**config.mk**
```make
export PLATFORM = sky130hd
export DESIGN_NAME = twsm_monitor
export DESIGN_NICKNAME = d
export VERILOG_FILES = /design/src/design/twsm_pkg.sv /design/src/design/twsm_monitor.sv
export SDC_FILE = /design/constraint.sdc
export NUM_CORES = 1
export LEC_CHECK = 0
export BUFFER_PORTS_ARGS = -buffer_cell sky130_fd_sc_hd__buf_2
export CAP_MARGIN = 20
export CORE_MARGIN = 1
export CORE_UTILIZATION = 35
export CTS_BUF_LIST = sky130_fd_sc_hd__clkbuf_16
export CTS_CLUSTER_SIZE = 20
export DETAILED_ROUTE_END_ITERATION = 10
export PLACE_DENSITY = 0.65
export SETUP_SLACK_MARGIN = 0.05
export SLEW_MARGIN = 40
export SYNTH_ARGS = -nofsm -noshare
export SYNTH_HDL_FRONTEND = slang
export SYNTH_SLANG_ARGS = --single-unit
```
**constraint.sdc**
```tcl
create_clock -name clk -period 2.65 [get_ports clk]
set_input_delay 0.3975 -clock clk [delete_from_list [all_inputs] [get_ports clk]]
set_output_delay 0.3975 -clock clk [all_outputs]
set_load 0.05 [all_outputs]
```
**src/design/twsm_pkg.sv**
```systemverilog
// constants, register map and types for the trigger wait status monitor
`default_nettype none
package twsm_pkg;

  // register byte addresses, one aligned 32-bit word each
  localparam logic [7:0] TWSM_OFS_HW_ENABLE  = 8'h00;
  localparam logic [7:0] TWSM_OFS_SW_TRIGGER = 8'h04;
  localparam logic [7:0] TWSM_OFS_STAT_SEL   = 8'h08;
  localparam logic [7:0] TWSM_OFS_STAT_VALUE = 8'h0c;
  localparam logic [7:0] TWSM_OFS_LINE_PICK  = 8'h10;
  localparam logic [7:0] TWSM_OFS_LINE_SRC   = 8'h14;
  localparam logic [7:0] TWSM_OFS_EVT_STATUS = 8'h18;
  localparam logic [7:0] TWSM_OFS_EVT_ENABLE = 8'h1c;
  localparam logic [7:0] TWSM_OFS_EVT_CLEAR  = 8'h20;
  localparam logic [7:0] TWSM_OFS_WAIT_STATE = 8'h24;

  // bit position of each trigger type in every 3-bit field
  localparam int TWSM_BIT_ACQ   = 0;
  localparam int TWSM_BIT_FRAME = 1;
  localparam int TWSM_BIT_LINE  = 2;

  // values after reset
  localparam logic [2:0] TWSM_RST_WAIT      = 3'h1;
  localparam logic [2:0] TWSM_RST_HW_ENABLE = 3'h0;
  localparam logic [2:0] TWSM_RST_EVT_EN    = 3'h0;
  localparam logic       TWSM_RST_LINE_PICK = 1'h0;

  // number of physical output lines served here (line 1 and line 2)
  localparam int TWSM_NUM_LINES = 2;

  // status selector codes
  typedef enum logic [1:0] {
    TWSM_SEL_ACQ   = 2'h0,
    TWSM_SEL_FRAME = 2'h1,
    TWSM_SEL_LINE  = 2'h2
  } twsm_sel_t;

  // output line source codes
  typedef enum logic [1:0] {
    TWSM_SRC_LOW        = 2'h0,
    TWSM_SRC_ACQ_WAIT   = 2'h1,
    TWSM_SRC_FRAME_WAIT = 2'h2,
    TWSM_SRC_LINE_WAIT  = 2'h3
  } twsm_src_t;

  localparam twsm_src_t TWSM_RST_SRC_LINE1 = TWSM_SRC_LOW;
  localparam twsm_src_t TWSM_RST_SRC_LINE2 = TWSM_SRC_FRAME_WAIT;
  localparam twsm_sel_t TWSM_RST_STAT_SEL  = TWSM_SEL_ACQ;

endpackage : twsm_pkg
`default_nettype wire

```
**src/design/twsm_monitor.sv**
```systemverilog
// trigger wait tracking, overtrigger detection, output line routing and AHB-Lite registers
`default_nettype none

module twsm_monitor
  import twsm_pkg::*;
(
  input  wire logic        clk,
  input  wire logic        srst,
  // AHB-Lite slave
  input  wire logic        hsel,
  input  wire logic [31:0] haddr,
  input  wire logic [1:0]  htrans,
  input  wire logic        hwrite,
  input  wire logic [2:0]  hsize,
  input  wire logic [31:0] hwdata,
  input  wire logic        hready,
  output logic      [31:0] hrdata,
  output logic             hreadyout,
  output logic             hresp,
  // hardware triggers and re-entry pulses from the acquisition engine
  input  wire logic        ext_acq_start_trigger_in,
  input  wire logic        ext_frame_start_trigger_in,
  input  wire logic        ext_line_start_trigger_in,
  input  wire logic        acq_ready_in,
  input  wire logic        frame_ready_in,
  input  wire logic        line_ready_in,
  // wait outputs, routed lines, accepted starts, events
  output logic             acq_start_wait_out,
  output logic             frame_start_wait_out,
  output logic             line_start_wait_out,
  output logic [1:0]       out_line,
  output logic [2:0]       start_accepted,
  output logic [2:0]       overtrigger_event,
  output logic             irq
);

  // bus state
  logic        dp_write_ff;
  logic        dp_read_ff;
  logic [7:0]  dp_addr_ff;
  logic [31:0] hrdata_ff;
  logic        hreadyout_ff;
  logic        hresp_ff;
  logic        addr_phase;
  logic        wr_en;
  logic [31:0] rd_mux;

  // control and status registers
  logic [2:0]  hw_enable_ff;
  logic [2:0]  sw_trig_ff;
  twsm_sel_t   wait_status_select_ff;
  logic        output_line_pick_ff;
  twsm_src_t   output_line_source_ff [TWSM_NUM_LINES];
  logic [2:0]  evt_status_ff;
  logic [2:0]  evt_enable_ff;
  logic [2:0]  evt_clear;
  logic        wait_status_value;

  // trigger path
  logic [2:0]  ext_in;
  logic [2:0]  ext_prev_ff;
  logic [2:0]  hw_edge;
  logic [2:0]  trig;
  logic [2:0]  accept;
  logic [2:0]  over;
  logic [2:0]  wait_ff;
  logic [2:0]  nxt_wait;
  logic [2:0]  nxt_wait_out;
  logic [2:0]  wait_out_ff;
  logic [1:0]  out_line_ff;
  logic [2:0]  start_accepted_ff;
  logic [2:0]  overtrigger_ff;
  logic        irq_ff;

  // pick the wait output that a line source code names
  function automatic logic twsm_route(input twsm_src_t src, input logic [2:0] w);
    logic r;
    r = 1'b0;
    case (src)
      TWSM_SRC_ACQ_WAIT:   r = w[TWSM_BIT_ACQ];
      TWSM_SRC_FRAME_WAIT: r = w[TWSM_BIT_FRAME];
      TWSM_SRC_LINE_WAIT:  r = w[TWSM_BIT_LINE];
      default:             r = 1'b0;
    endcase
    return r;
  endfunction : twsm_route

  // ---------------- AHB-Lite slave ----------------

  assign addr_phase = hsel & hready & htrans[1];
  assign wr_en      = dp_write_ff;

  // writes are zero-wait; reads take one wait state so that a read right
  // behind a write to the same register returns the freshly written value
  always_ff @(posedge clk) begin
    if (srst) begin
      dp_write_ff  <= 1'b0;
      dp_read_ff   <= 1'b0;
      dp_addr_ff   <= 8'h00;
      hreadyout_ff <= 1'b1;
      hrdata_ff    <= 32'h0000_0000;
      hresp_ff     <= 1'b0;
    end else begin
      dp_write_ff <= addr_phase & hwrite;
      dp_read_ff  <= addr_phase & ~hwrite;
      if (addr_phase) begin
        dp_addr_ff <= {haddr[7:2], 2'b00};
      end
      if (addr_phase && !hwrite) begin
        hreadyout_ff <= 1'b0;
      end else if (dp_read_ff) begin
        hreadyout_ff <= 1'b1;
        hrdata_ff    <= rd_mux;
      end
      hresp_ff <= 1'b0; // always OKAY
    end
  end

  // read decode; write-only and unmapped words read as zero
  always_comb begin
    rd_mux = 32'h0000_0000;
    if (dp_addr_ff == TWSM_OFS_HW_ENABLE) begin
      rd_mux[2:0] = hw_enable_ff;
    end else if (dp_addr_ff == TWSM_OFS_STAT_SEL) begin
      rd_mux[1:0] = wait_status_select_ff;
    end else if (dp_addr_ff == TWSM_OFS_STAT_VALUE) begin
      rd_mux[0] = wait_status_value;
    end else if (dp_addr_ff == TWSM_OFS_LINE_PICK) begin
      rd_mux[0] = output_line_pick_ff;
    end else if (dp_addr_ff == TWSM_OFS_LINE_SRC) begin
      rd_mux[1:0] = output_line_source_ff[output_line_pick_ff];
    end else if (dp_addr_ff == TWSM_OFS_EVT_STATUS) begin
      rd_mux[2:0] = evt_status_ff;
    end else if (dp_addr_ff == TWSM_OFS_EVT_ENABLE) begin
      rd_mux[2:0] = evt_enable_ff;
    end else if (dp_addr_ff == TWSM_OFS_WAIT_STATE) begin
      rd_mux[2:0] = wait_ff;
    end
  end

  // status value follows the selected wait state; code 3 reads false
  always_comb begin
    case (wait_status_select_ff)
      TWSM_SEL_ACQ:   wait_status_value = wait_ff[TWSM_BIT_ACQ];
      TWSM_SEL_FRAME: wait_status_value = wait_ff[TWSM_BIT_FRAME];
      TWSM_SEL_LINE:  wait_status_value = wait_ff[TWSM_BIT_LINE];
      default:        wait_status_value = 1'b0;
    endcase
  end

  // configuration registers
  always_ff @(posedge clk) begin
    if (srst) begin
      hw_enable_ff          <= TWSM_RST_HW_ENABLE;
      wait_status_select_ff <= TWSM_RST_STAT_SEL;
      evt_enable_ff         <= TWSM_RST_EVT_EN;
    end else if (wr_en) begin
      if (dp_addr_ff == TWSM_OFS_HW_ENABLE) begin
        hw_enable_ff <= hwdata[2:0];
      end else if (dp_addr_ff == TWSM_OFS_STAT_SEL) begin
        wait_status_select_ff <= twsm_sel_t'(hwdata[1:0]);
      end else if (dp_addr_ff == TWSM_OFS_EVT_ENABLE) begin
        evt_enable_ff <= hwdata[2:0];
      end
    end
  end

  // output line routing: pick a line, then write its source
  always_ff @(posedge clk) begin
    if (srst) begin
      output_line_pick_ff      <= TWSM_RST_LINE_PICK;
      output_line_source_ff[0] <= TWSM_RST_SRC_LINE1;
      output_line_source_ff[1] <= TWSM_RST_SRC_LINE2;
    end else if (wr_en) begin
      if (dp_addr_ff == TWSM_OFS_LINE_PICK) begin
        output_line_pick_ff <= hwdata[0];
      end else if (dp_addr_ff == TWSM_OFS_LINE_SRC) begin
        output_line_source_ff[output_line_pick_ff] <= twsm_src_t'(hwdata[1:0]);
      end
    end
  end

  // software triggers and event clears are one-cycle strobes from a write
  always_ff @(posedge clk) begin
    if (srst) begin
      sw_trig_ff <= 3'h0;
    end else if (wr_en && dp_addr_ff == TWSM_OFS_SW_TRIGGER) begin
      sw_trig_ff <= hwdata[2:0];
    end else begin
      sw_trig_ff <= 3'h0;
    end
  end

  // clear strobe lives only in the write data phase, the one cycle in which hwdata stands
  assign evt_clear = (wr_en && dp_addr_ff == TWSM_OFS_EVT_CLEAR) ? hwdata[2:0] : 3'h0;

  // ---------------- trigger tracking ----------------

  assign ext_in = {ext_line_start_trigger_in, ext_frame_start_trigger_in, ext_acq_start_trigger_in};

  // rising-edge detect; inputs are already synchronous to clk
  always_ff @(posedge clk) begin
    if (srst) begin
      ext_prev_ff <= 3'h0;
    end else begin
      ext_prev_ff <= ext_in;
    end
  end

  // a hardware trigger only counts for a type whose hardware triggering is on;
  // a software and a hardware trigger of one type in one cycle count once
  assign hw_edge = ext_in & ~ext_prev_ff & hw_enable_ff;
  assign trig    = hw_edge | sw_trig_ff;
  assign accept  = trig & wait_ff;
  assign over    = trig & ~wait_ff;

  // accept beats re-entry so a wait always drops on its trigger; an ignored
  // trigger leaves the wait state untouched
  assign nxt_wait = ~accept & (wait_ff | {line_ready_in, frame_ready_in, acq_ready_in});

  always_ff @(posedge clk) begin
    if (srst) begin
      wait_ff <= TWSM_RST_WAIT;
    end else begin
      wait_ff <= nxt_wait;
    end
  end

  // acquisition and frame waits exist only with hardware triggering;
  // the line wait is always shown
  assign nxt_wait_out = {nxt_wait[TWSM_BIT_LINE],
                         nxt_wait[TWSM_BIT_FRAME] & hw_enable_ff[TWSM_BIT_FRAME],
                         nxt_wait[TWSM_BIT_ACQ] & hw_enable_ff[TWSM_BIT_ACQ]};

  // wait outputs and routed lines, registered together so they never skew
  always_ff @(posedge clk) begin
    if (srst) begin
      wait_out_ff <= 3'h0;
      out_line_ff <= 2'h0;
    end else begin
      wait_out_ff    <= nxt_wait_out;
      out_line_ff[0] <= twsm_route(output_line_source_ff[0], nxt_wait_out);
      out_line_ff[1] <= twsm_route(output_line_source_ff[1], nxt_wait_out);
    end
  end

  // start and overtrigger pulses, one cycle per trigger
  always_ff @(posedge clk) begin
    if (srst) begin
      start_accepted_ff <= 3'h0;
      overtrigger_ff    <= 3'h0;
    end else begin
      start_accepted_ff <= accept;
      overtrigger_ff    <= over;
    end
  end

  // sticky overtrigger status; a new event wins over a clear in the same cycle
  always_ff @(posedge clk) begin
    if (srst) begin
      evt_status_ff <= 3'h0;
      irq_ff        <= 1'b0;
    end else begin
      evt_status_ff <= (evt_status_ff & ~evt_clear) | over;
      irq_ff        <= |(((evt_status_ff & ~evt_clear) | over) & evt_enable_ff);
    end
  end

  assign hrdata               = hrdata_ff;
  assign hreadyout            = hreadyout_ff;
  assign hresp                = hresp_ff;
  assign acq_start_wait_out   = wait_out_ff[TWSM_BIT_ACQ];
  assign frame_start_wait_out = wait_out_ff[TWSM_BIT_FRAME];
  assign line_start_wait_out  = wait_out_ff[TWSM_BIT_LINE];
  assign out_line             = out_line_ff;
  assign start_accepted       = start_accepted_ff;
  assign overtrigger_event    = overtrigger_ff;
  assign irq                  = irq_ff;
endmodule : twsm_monitor
`default_nettype wire

```
**Yosys cells after proc, flatten, opt, wreduce, memory -nomap -nowiden**

Memories as Yosys holds them, arrays and structs flattened. A register that Yosys moved wholly into a read port is not among the register bits.
Index checks and enable logic that the tools add are counted.

- Bitwise gates (word level): 25
- Muxes and demuxes: 30
- Reduce and logical (&&, ||, !) cells: 15
- Equality and inequality tests: 17

Operators by type and width:

| cell | count |
|---|---|
| 6-bit by 3-bit equality test with 1-bit output (second input constant) | 4 |
| 3-bit bitwise AND | 7 |
| 1-bit two-way mux | 17 |
| 3-bit two-way mux | 5 |
| 6-bit by 2-bit equality test with 1-bit output (second input constant) | 2 |
| 6-bit by 4-bit equality test with 1-bit output (second input constant) | 2 |
| 3-bit inverter | 4 |
| 2-bit equality test (second input constant) | 5 |
| 2-bit two-way mux | 5 |
| 3-bit bitwise OR | 3 |
| 1-bit one-hot mux with 3 select lines | 3 |
| 8-bit zero test | 1 |
| 1-bit bitwise AND | 6 |
| 2-bit by 1-bit equality test with 1-bit output (second input constant) | 3 |
| 6-bit by 1-bit equality test with 1-bit output (second input constant) | 1 |
| 2-bit AND reduction | 3 |
| 1-bit inverter | 5 |
| 4-bit AND reduction | 1 |
| 2-bit OR reduction | 2 |
| 1-bit logical AND | 3 |
| 3-bit AND reduction | 1 |
| 3-bit OR reduction | 1 |
| 2-bit zero test | 1 |
| 2-bit nonzero test | 1 |
| 1-bit zero test | 1 |

- Memories: 1
- Logic and storage cells: 106
- Register bits: 45
- Output and inout bits: 46
- Bits in writable memories: 4

Memory list:

| memory | words | width | read ports | clocked after Yosys merged registers in | wr ports | RTL line | source |
|---|---|---|---|---|---|---|---|
| output_line_source_ff | 2 | 2 | 3 | 1 | 2 | twsm_monitor.sv:53 | `twsm_src_t output_line_source_ff [TWSM_NUM_LINES];` |

**Depth between registers and ports, before layout**

- Depth in word-level cells: 9
- Depth in mapped cells: 7
- Depth with buffers taken out: 5

**Worst setup path before layout**

OpenSTA, ideal clock, no wires.

- Path kind: register to register
- Start point: register dp_addr_ff[6]
- End point: register hrdata_ff[2], in the netlist hrdata[2]
- Path slack: 1.124 ns
- Cell stages (with the launch flop): 7
- Data required time: 2.520 ns
- Data arrival time: 1.395 ns
- Library setup time: 0.130 ns
- Buffers on the path: 1
- Period minus slack after synthesis: 1.526 ns
- Path through: dfxtp_1 or3_1 buf_2 a31oi_1 o21ai_1 a221oi_1 nor3_2

- Word-level cells in the longest chain between the ends: 9
- Elaborated cells on any way between the ends: 16

Ends and longest elaborated chain:

| item | RTL line | source |
|---|---|---|
| start, declared | twsm_monitor.sv:40 | `logic [7:0] dp_addr_ff;` |
| start signal, assigned | twsm_monitor.sv:107 | `dp_addr_ff <= {haddr[7:2], 2'b00};` |
| 6-bit by 4-bit equality test with 1-bit output | twsm_monitor.sv:136 | `end else if (dp_addr_ff == TWSM_OFS_WAIT_STATE) begin` |
| 3-bit two-way mux | twsm_monitor.sv:136 |  |
| 3-bit two-way mux | twsm_monitor.sv:134 | `end else if (dp_addr_ff == TWSM_OFS_EVT_ENABLE) begin` |
| 3-bit two-way mux | twsm_monitor.sv:132 | `end else if (dp_addr_ff == TWSM_OFS_EVT_STATUS) begin` |
| 1-bit two-way mux | twsm_monitor.sv:130 | `end else if (dp_addr_ff == TWSM_OFS_LINE_SRC) begin` |
| 2-bit two-way mux | twsm_monitor.sv:128 | `end else if (dp_addr_ff == TWSM_OFS_LINE_PICK) begin` |
| 2-bit two-way mux | twsm_monitor.sv:126 | `end else if (dp_addr_ff == TWSM_OFS_STAT_VALUE) begin` |
| 1-bit two-way mux | twsm_monitor.sv:124 | `end else if (dp_addr_ff == TWSM_OFS_STAT_SEL) begin` |
| 3-bit two-way mux * | twsm_monitor.sv:122 | `if (dp_addr_ff == TWSM_OFS_HW_ENABLE) begin` |
| end signal, assigned | twsm_monitor.sv:113 | `hrdata_ff <= rd_mux;` |
| end, declared | twsm_monitor.sv:41 | `logic [31:0] hrdata_ff;` |

Every way passes the cells marked *; elsewhere a longest branch is shown, timed or not.
A chain may end at the register's enable or synchronous reset.

**Final worst setup path**

- Start point: register dp_addr_ff[4]
- End point: register hrdata_ff[1], in the netlist hrdata[1]

- Word-level cells in the longest chain between the ends: 9
- Elaborated cells on any way between the ends: 16

Ends and longest elaborated chain:

| item | RTL line |
|---|---|
| 6-bit by 4-bit equality test with 1-bit output | twsm_monitor.sv:136 |
| 3-bit two-way mux | twsm_monitor.sv:136 |
| 3-bit two-way mux | twsm_monitor.sv:134 |
| 3-bit two-way mux | twsm_monitor.sv:132 |
| 2-bit two-way mux | twsm_monitor.sv:130 |
| 2-bit two-way mux | twsm_monitor.sv:128 |
| 2-bit two-way mux | twsm_monitor.sv:126 |
| 2-bit two-way mux | twsm_monitor.sv:124 |
| 3-bit two-way mux * | twsm_monitor.sv:122 |

Marks and branches as above.

==> results_dict.tcl <==
set metrics [dict create \
    status "finished clean" \
    path_cells "nand2_1, or3_1, a221oi_1, nor4_1" \
    synth_cell_type_count 46 \
    post_synth.cell_area_avg_um2 9.08 \
    setup_tns_ns 0 \
    final.min_clock_period_ns 1.92 \
    endpoint "hrdata[1]$_SDFFE_PP0P_" \
    syn_inst 256 \
    r2r_setup_slack_ns 0.73 \
    vias_per_cell 4.81 \
    gp_congestion 0.865 \
    clk_path_buf_depth 2 \
    slowest_delay_ns 0.65 \
    tightest_slew_ns 0.674 \
    vdd_ir_drop_max_v 0.000339 \
    swShare_pct 27.9 \
    drt_iter0_markers 102 \
    synth_most_common_cell "dfxtp_1" \
    clk_latency_ns 0.29 \
    overflow 0 \
    boundaryPins 126 \
    clock_sinks 49 \
    netlist_area_mm2 0.00232 \
    pwr-share-clk_pct 38.6 \
    drive_gt1_share_pct 18.4 \
    fin_nets 367 \
    antenna_left 0 \
    grt_use_met3_pct 3.66 \
    initial_utilization_pct 36.4 \
    drc 0 \
    die_h_um 83.5 \
    largest_reg_flops 6 \
    synth_top_area_share_pct 38.8 \
    path_max_fanout 13 \
    cts-root-buf "clkbuf_16" \
    n_antenna_cell 0 \
    grt_pass1_vias 1633 \
    hold_ws_ns 0.327 \
    synthArstFlopShare_pct 0 \
    synth.largest_area_cell "dfxtp_1" \
    power_switching_mw 0.444 \
    drtPass1Iterations 4 \
    vias 1756 \
    cts_setup_buffers 0 \
    wl_mm 4.65 \
    seqPwrFrac_pct 48.8 \
    r2r_start "dp_addr_ff[4]$_SDFFE_PP0P_" \
    numCtsBuffers 5 \
    setup_violations 0 \
    grt_first_pass_wirelength_mm 7.85 \
    rows 29 \
    dp_hpwl_mm 3.43 \
    synth_edf_count 4 \
    path_class "flop to flop" \
    io_buffers 36 \
    relSlewSlack_pct 55.0 \
    synthTopCellsByCount "dfxtp_1 (45), buf_4 (30), nor2_1 (30), mux2i_1 (16)" \
    die_area_mm2 0.00697 \
    static-leakage-power_nw 1.13 \
    path_clk_slew_ns 0.06 \
    synthFlopType "dfxtp_1" \
    die_w_um 83.5 \
    finalMaxSlewViolations 0 \
    power_density_mw_per_mm2 616 \
    hold_buffers 0 \
    reg_top3 "dp_addr_ff x6, output_line_source_ff x4" \
    yosys_warnings 0 \
    r2r_end "hrdata[1]$_SDFFE_PP0P_" \
    post_drt_wl_per_cell_um 12.7 \
    grt_max_degree 32 \
    largest-register "dp_addr_ff" \
    crit_start "dp_addr_ff[4]$_SDFFE_PP0P_" \
    cp_slowest_cell "dfxtp_1" \
    worstPathRequired_ns 2.81 \
    coreArea_mm2 0.00639 \
    synth_seq_cells 49 \
    reg2reg_depth 4 \
    endpoint_kind "flop" \
    cts_tree "yes" \
    combPwrFrac_pct 12.6 \
    hold_path_class "primary input to flop" \
    clock_skew_ns 0.00450 \
    antenna_found_initial 0 \
    grtUsageMet2_pct 24.0 \
    arrival_ns 2.08 \
    busiest_layer "met2" \
    synth.area.top_cells "dfxtp_1 (39%), buf_4 (9.7%), mux2i_1 (6.9%)" \
    yosysSeqAreaShare_pct 43.9 \
    area_growth_pct 11.2 \
    grt_usage_pct 14.4 \
    finalCritPeriodShare_pct 72.5 \
    post_cts_resize_count 0 \
    max_freq_mhz 521 \
    nFillCells 658 \
    htreeDepth 2 \
    cap_violations 0 \
    finalHoldViolations 0 \
    met1_usage_pct 17.2 \
    p_int_mw 1.15 \
    start_kind "flop" \
    rsz0062_at_grt "false" \
]
kinds of logic (layout without fill, tap and decap cells):
logic type             Yosys count  in the layout  synth area share [%]
XOR/XNOR                         1              1                 0.377
flip-flops                      49             49                  43.9
buffers and inverters           47             50                  12.6
AND/OR/NAND/NOR                 99             99                  23.5
other                            1             30                 0.161
multiplexers                    17             17                  7.37
AO/OA/AOI/OAI                   42             42                  12.0
worst min-delay path by stage:
| stage | from | to | slack [ns] | cells after the start |
|---|---|---|---|---|
| final | ext_frame_start_trigger_in | ext_prev_ff[1]$_SDFF_PP0_ | 0.33 | 2 |
| after CTS | ext_acq_start_trigger_in | ext_prev_ff[0]$_SDFF_PP0_ | 0.33 | 2 |
| after detailed placement | hreadyout$_SDFFE_PP1P_ | hreadyout$_SDFFE_PP1P_ | 0.49 | 2 |
| after global routing | ext_frame_start_trigger_in | ext_prev_ff[1]$_SDFF_PP0_ | 0.34 | 2 |
| after global placement | hrdata[2]$_SDFFE_PP0P_ | hrdata[2]$_SDFFE_PP0P_ | 0.48 | 2 |
| after floorplan | hw_enable_ff[0]$_SDFFE_PP0P_ | wait_out_ff[0]$_SDFF_PP0_ | 0.46 | 2 |
area by class of cell:
type | instances | area, um2 | area share, %
Inverter | 5 | 18.8 | 0.726
Timing Repair Buffer | 37 | 188 | 7.26
Multi-Input combinational cell | 189 | 1120 | 43.3
Sequential cell | 49 | 1020 | 39.5
Tap cell | 77 | 96.3 | 3.73
Clock inverter | 3 | 18.8 | 0.726
Clock buffer | 5 | 125 | 4.84
cell usage in the layout, fill, tap and decap left out, types with 3 or more instances in the layout:
master      n
o31ai_1     3
nand2_1     9
a2bb2oi_1   3
nor3b_1     5
o21ai_0     6
and2_1      5
nand3_1    13
nor2_1     30
a21oi_1    13
clkbuf_16   5
or3_1       3
inv_1       6
buf_2      36
a211o_1     3
nor3_1      7
nor3_2      3
mux2i_1    16
dfxtp_1    45
nor2b_1     8
edfxtp_1    4
nand2b_1    5
conb_1     30
critical path: cells and delay by family (launching register included):
| family | cells | cell delay (ns) |
|---|---|---|
| DFF | 1 | 0.65 |
| AOI/OAI and AO/OA | 1 | 0.28 |
| and+or+nand+nor | 3 | 0.85 |
power groups by stage:
stage	clock (mW)	combinational, mW	sequential [mW]
final	0.614	0.201	0.778
after detailed placement	0	0.200	0.795
after global placement	0	0.199	0.794
after floorplan	0	0.194	0.799
after global routing	0.663	0.214	0.780
after CTS	0.629	0.200	0.778
metal layers:
layer  vias to the layer above  share of wire [%]
li1                        886                  -
met4                         0                2.7
met2                        50                 47
met5                         -                  0
met1                       812                 45
met3                         8                5.3
metrics by stage:
stage	util, %	cell area, um2	cells	power, mW	worst slack, ns
2_1_floorplan	-	2430	285	0.992	1.12
4_1_cts	40.5	2590	365	1.61	0.745
3_5_place_dp	38.2	2440	357	0.995	0.755
6_report	40.5	2590	365	1.59	0.729
3_3_place_gp	38.2	2440	357	0.993	0.780
5_1_grt	40.5	2590	365	1.66	0.554
(Power assumes the default switching activity.)
